### src/design/osd_pkg.sv
// constants and carrier types for the original size detector
// assumes one 100 MHz system clock and sensor pins outside that domain
package osd_pkg;

  localparam int          CODE_W        = 8;
  localparam logic [7:0]  CODE_A3       = 8'h84; // 132
  localparam logic [7:0]  CODE_B4       = 8'h8d; // 141
  localparam logic [7:0]  CODE_F4       = 8'ha5; // 165
  localparam logic [7:0]  CODE_A4_L     = 8'h85; // 133
  localparam logic [7:0]  CODE_B5_L     = 8'h8e; // 142
  localparam logic [7:0]  CODE_A4_S     = 8'h05; // 5
  localparam logic [7:0]  CODE_B5_S     = 8'h0e; // 14
  localparam logic [7:0]  CODE_A5       = 8'h80; // 128
  localparam logic [7:0]  CODE_RESET    = 8'h00;
  localparam int          SYNC_STAGES   = 3;
  localparam int          SENSE_W       = 7;
  localparam int          BIT_COVER     = 5;
  localparam int          BIT_START     = 6;
  localparam int          BIT_TRAY      = 7;

  // order: bypass, start, cover, long, mid, short, width_second, width_first
  typedef struct packed {
    logic length_sensor_long;
    logic length_sensor_mid;
    logic length_sensor_short;
    logic width_sensor_second;
    logic width_sensor_first;
  } osd_sensors_type;

  typedef struct packed {
    logic [CODE_W-1:0] size_code;
    logic              undetectable;
    logic              full_area;
  } osd_result_type;

endpackage : osd_pkg

### src/design/osd_detector.sv
// original size detector: sync, event detect, decode, hold
// assumes all sensor, cover, key and tray inputs are asynchronous pins
`timescale 1ns/100ps
module osd_detector (
  input  wire logic                   clk_in,
  input  wire logic                   reset_n_in,
  input  wire osd_pkg::osd_sensors_type sensors_in,
  input  wire logic                   cover_closed_in,
  input  wire logic                   start_key_in,
  input  wire logic                   bypass_tray_in,
  output      osd_pkg::osd_result_type result_out,
  output      logic                   result_valid_out
);

  localparam int N = osd_pkg::SENSE_W + 1;

  logic [N-1:0] raw;
  logic [N-1:0] s1_q, s2_q, s3_q;
  logic [N-1:0] s1_d, s2_d, s3_d;
  logic [N-1:0] clean_q, clean_d;
  logic         prev_cover_q, prev_cover_d, prev_start_q, prev_start_d;
  osd_pkg::osd_result_type res_q, res_d;
  logic         valid_q, valid_d;
  logic         cover_rise, start_rise, sample;
  osd_pkg::osd_sensors_type sens;

  assign raw = {bypass_tray_in, start_key_in, cover_closed_in, sensors_in};

  // decode one sample; unknown gives flag and zero code
  function automatic osd_pkg::osd_result_type decode(input osd_pkg::osd_sensors_type s);
    osd_pkg::osd_result_type r;
    r = '{size_code: osd_pkg::CODE_RESET, undetectable: 1'b0, full_area: 1'b0};
    case ({s.length_sensor_long, s.length_sensor_mid, s.length_sensor_short,
           s.width_sensor_second, s.width_sensor_first})
      5'b11111: r.size_code = osd_pkg::CODE_A3;
      5'b11101: r.size_code = osd_pkg::CODE_B4;
      5'b11100: r.size_code = osd_pkg::CODE_F4;
      5'b01100: r.size_code = osd_pkg::CODE_A4_L;
      5'b00100: r.size_code = osd_pkg::CODE_B5_L;
      5'b00011: r.size_code = osd_pkg::CODE_A4_S;
      5'b00001: r.size_code = osd_pkg::CODE_B5_S;
      5'b00000: r.size_code = osd_pkg::CODE_A5;
      default:  r.undetectable = 1'b1;
    endcase
    return r;
  endfunction : decode

  // three stages; a bit changes only when stages two and three agree
  always_comb begin
    s1_d    = raw;
    s2_d    = s1_q;
    s3_d    = s2_q;
    clean_d = clean_q;
    for (int i = 0; i < N; i++) begin
      if (s2_q[i] == s3_q[i]) begin
        clean_d[i] = s3_q[i];
      end
    end
  end

  // chain runs through reset: a cover already closed at release is no edge
  always_ff @(posedge clk_in) begin
    s1_q    <= s1_d;
    s2_q    <= s2_d;
    s3_q    <= s3_d;
    clean_q <= clean_d;
  end

  assign sens       = osd_pkg::osd_sensors_type'(clean_q[4:0]);
  assign cover_rise = clean_q[osd_pkg::BIT_COVER] & ~prev_cover_q;
  // key counts only while cover is open
  assign start_rise = clean_q[osd_pkg::BIT_START] & ~prev_start_q & ~clean_q[osd_pkg::BIT_COVER];
  assign sample     = cover_rise | start_rise;

  always_comb begin
    prev_cover_d = clean_q[osd_pkg::BIT_COVER];
    prev_start_d = clean_q[osd_pkg::BIT_START];
    res_d        = res_q;
    valid_d      = valid_q;
    if (sample) begin
      valid_d = 1'b1;
      if (clean_q[osd_pkg::BIT_TRAY]) begin
        // tray overrides the sensors: lengthwise, largest area
        res_d = '{size_code: osd_pkg::CODE_A3, undetectable: 1'b0, full_area: 1'b1};
      end else begin
        res_d = decode(sens);
      end
    end
  end

  // edge history tracks the filtered pins even in reset
  always_ff @(posedge clk_in) begin
    prev_cover_q <= prev_cover_d;
    prev_start_q <= prev_start_d;
    if (!reset_n_in) begin
      res_q        <= '0;
      valid_q      <= 1'b0;
    end else begin
      res_q        <= res_d;
      valid_q      <= valid_d;
    end
  end

  assign result_out       = res_q;
  assign result_valid_out = valid_q;

endmodule : osd_detector

### config.mk
export PLATFORM = sky130hd
export DESIGN_NAME = osd_detector
export DESIGN_NICKNAME = d
export VERILOG_FILES = /design/src/design/osd_pkg.sv /design/src/design/osd_detector.sv
export SDC_FILE = /design/constraint.sdc
export NUM_CORES = 1
export LEC_CHECK = 0
export ABC_CLOCK_PERIOD_IN_PS = 1950
export BUFFER_PORTS_ARGS = -buffer_cell sky130_fd_sc_hd__clkbuf_2
export CAP_MARGIN = 40
export CORE_MARGIN = 5
export CORE_UTILIZATION = 45
export DETAILED_ROUTE_END_ITERATION = 12
export HOLD_SLACK_MARGIN = 0.02
export PLACE_DENSITY = 0.76
export SYNTH_ARGS = -nofsm -noshare
export SYNTH_HDL_FRONTEND = slang
export SYNTH_SLANG_ARGS = --single-unit
### constraint.sdc
create_clock -name clk_in -period 1.95 [get_ports clk_in]
set_input_delay 0.39 -clock clk_in [delete_from_list [all_inputs] [get_ports clk_in]]
set_output_delay 0.39 -clock clk_in [all_outputs]
set_load 0.01 [all_outputs]
==> run_results.csv <==
group,metric,value,unit
power_and_ir_drop,p_total,0.00164,W
worst_setup_path,timing.rr.start,"clean_q[5]$_DFFE_PN_",
floorplan,ioPinCount,21,
worst_setup_path,critPathMaxStageDelay,460,ps
placement,hpwl,1340,um
placement,dp_cells,149,
placement,place.gp.congestion,0.842,
worst_setup_path,reg2regPathDepth,3,
clock_network,cts_hold_buf,0,
grt,gr-total-overflow,0,
synth,syn_inst,102,
grt,grt_pass1_wl,3200,um
routing,drtIter0Drc,51,
routing,avgRoutedWirePerCell,11.5,um
hold_path,hold_start,"sensors_in[0]",
clock_network,numCtsBuffers,5,
placement,io_buffer_count,18,
worst_setup_path,path_cells,"or3b_1 > a211o_1 > o22ai_2",
clock_network,cts_tree,"done",
final_layout,synthToLayoutAreaGrowth,14.8,%
timing,fin_crit_sh,76.2,%
worst_setup_path,cp_slowest_cell,"or3b_1",
grt,grt_usage,10.4,%
grt,grt_pass1_vias,731,
clock_network,cts-root-buf,"clkbuf_4",
timing,period_minus_slack,1490,ps
routing,via_per_inst,5.01,
clock_network,postCtsSetupBuffers,0,
synth,synth_top_area_cell,"dfxtp_1",
synth,synth.distinct_cells,35,
synth,yosysSeqAreaShare,70.3,%
synth,synth.ff_latch_count,43,
timing,timing.hold.ws,137,ps
clock_network,post_cts_resized,0,
worst_setup_path,worstSetupPathType,"flip-flop to flip-flop",
clock_network,cts_sinks,43,
timing,fin_skew,2.22,ps
synth,yosys_warnings,0,
synth,avgSynthCellArea,13.1,sq um
synth,syn_area,1340,sq um
timing,setup-tns-final,0,ps
power_and_ir_drop,power_leakage,0.612,nW
synth,yosys.area.top_type_share,52.3,%
worst_setup_path,r2r_slack,460,ps
final_layout,drive_above_1_share,23.0,%
timing,setup_viol,0,
hold_path,hp-class,"input pin to flip-flop",
floorplan,fp.coreArea,2810,sq um
grt,antenna_found_initial,0,
worst_setup_path,cp-start-kind,"flip-flop",
routing,vias,787,
timing,slew_viol_final,0,
floorplan,die_w,64.5,um
placement,post-place-ws,475,ps
final_layout,fin_nets,135,
clock_network,clkLatencyLatePin,340,ps
grt,grt_max_degree,15,
final_layout,fin_cells,157,
synth,yosys-top-cells-area,"dfxtp_1 (52%), edfxtp_1 (18%), xnor2_1 (5.2%)",
timing,final-hold-violation-count,0,
clock_network,cts_buffer_depth,2,
synth,ys.flop_type,"dfxtp_1",
clock_network,clk_pin_slew,120,ps
routing,route.detailed.drc,0,
routing,drtPass1Iterations,4,
hold_path,whs_path_depth,1,
worst_setup_path,worstPathMaxFanout,6,
routing,ant_nets,0,
floorplan,rows,19,
power_and_ir_drop,power.density,1070,nW/um^2
worst_setup_path,end_kind,"flip-flop",
worst_setup_path,rr_endpoint,"result_out[2]$_SDFFE_PN0P_",
outcome,status,"complete, no violations",
timing,layout_setup_ws,464,ps
timing,slew_headroom,66.0,%
synth,yosysMostFrequentCell,"dfxtp_1",
synth,synth.top_cells.by_count,"dfxtp_1 (35), edfxtp_1 (8), xnor2_1 (8)",
routing,finalWirelength,1810,um
timing,clock.fmax,673,MHz
floorplan,start_util,47.7,%
clock_network,cts_htree_levels,2,
final_layout,antenna_cells,0,
power_and_ir_drop,ir_drop,0.000690,V
timing,max_slew.worst_pin.slew,509,ps
job,drv_cap,0,
hold_path,holdPathEnd,"s1_q[0]$_DFF_P_",
worst_setup_path,crit_arrival,1770,ps
worst_setup_path,required,2230,ps
synth,async_flop_share,0,%
floorplan,die_h,64.5,um
floorplan,dieArea,4170,sq um
timing,rsz0062_at_grt,"false",
synth,synth_edf_count,8,
where the power goes:
part           switching [W]  internal (W)
clock               0.000279      0.000258
sequential         0.0000367      0.000963
combinational      0.0000535     0.0000542
total               0.000369       0.00128
metrics by stage:
step | util (%) | instance area [sq um]
6_report | 54.8 | 1540
5_1_grt | 54.8 | 1540
4_1_cts | 54.8 | 1540
3_5_place_dp | 51.7 | 1450
3_3_place_gp | 51.7 | 1450
2_1_floorplan | - | 1340
critical path: cells and delay by family, from the launching register on:
kind	cells	cell delay [ps]
AO/OA/AOI/OAI	2	510
flip-flops	1	450
AND/OR/NAND/NOR	1	460
area by class of cell:
cell class | count | area [sq um]
Fill cell | 254 | 1270
Timing Repair Buffer | 18 | 90.1
Clock buffer | 7 | 76.3
Tap cell | 31 | 38.8
Clock inverter | 1 | 8.76
Sequential cell | 43 | 941
Multi-Input combinational cell | 56 | 378
Inverter | 1 | 3.75
cell families (layout without fill, tap and decap cells):
| family | Yosys count | count (layout) | synth area share, % |
|---|---|---|---|
| compound gates | 19 | 19 | 10.7 |
| xor+xnor | 9 | 9 | 5.89 |
| buf+inv | 4 | 27 | 1.77 |
| flops | 43 | 43 | 70.3 |
| other cells | 1 | 2 | 0.280 |
| simple gates | 26 | 26 | 11.0 |
cells in the final DEF, fill, tap and decap left out, types with 2 or more instances in the layout:
cell type,instances
o211ai_1,2
conb_1,2
nand3_1,3
nor3_1,2
clkbuf_2,18
a21oi_1,3
nor2b_1,3
nand2_1,5
nand2b_1,3
edfxtp_1,8
xnor2_1,8
nor2_1,3
a22oi_1,2
o22ai_1,2
dfxtp_1,35
clkbuf_4,5
how the worst max path moves through the flow:
stage                          from                          to  slack (ps)
5_1_grt        clean_q[5]$_DFFE_PN_  result_out[2]$_SDFFE_PN0P_         370
2_1_floorplan  clean_q[5]$_DFFE_PN_  result_out[2]$_SDFFE_PN0P_         530
4_1_cts        clean_q[5]$_DFFE_PN_  result_out[2]$_SDFFE_PN0P_         460
3_5_place_dp   clean_q[5]$_DFFE_PN_  result_out[2]$_SDFFE_PN0P_         470
3_3_place_gp   clean_q[5]$_DFFE_PN_  result_out[2]$_SDFFE_PN0P_         520
6_report       clean_q[5]$_DFFE_PN_  result_out[2]$_SDFFE_PN0P_         460
flip-flops by register name (all words and copies together), names as in the netlist:
name and cells:
s2_q 8, prev_cover_q 1, clean_q 8, s1_q 8, s3_q 8, prev_start_q 1
result_valid_out 1, result_out 8
layer usage:
layer	up-vias	GRT usage (%)	wire length (um)
met1	354	12.1	833
li1	405	-	-
met3	4	6.39	171
met5	-	0	0
met2	24	14.7	778
met4	0	5.54	25
Note: power is estimated with default switching activity, not from simulation.
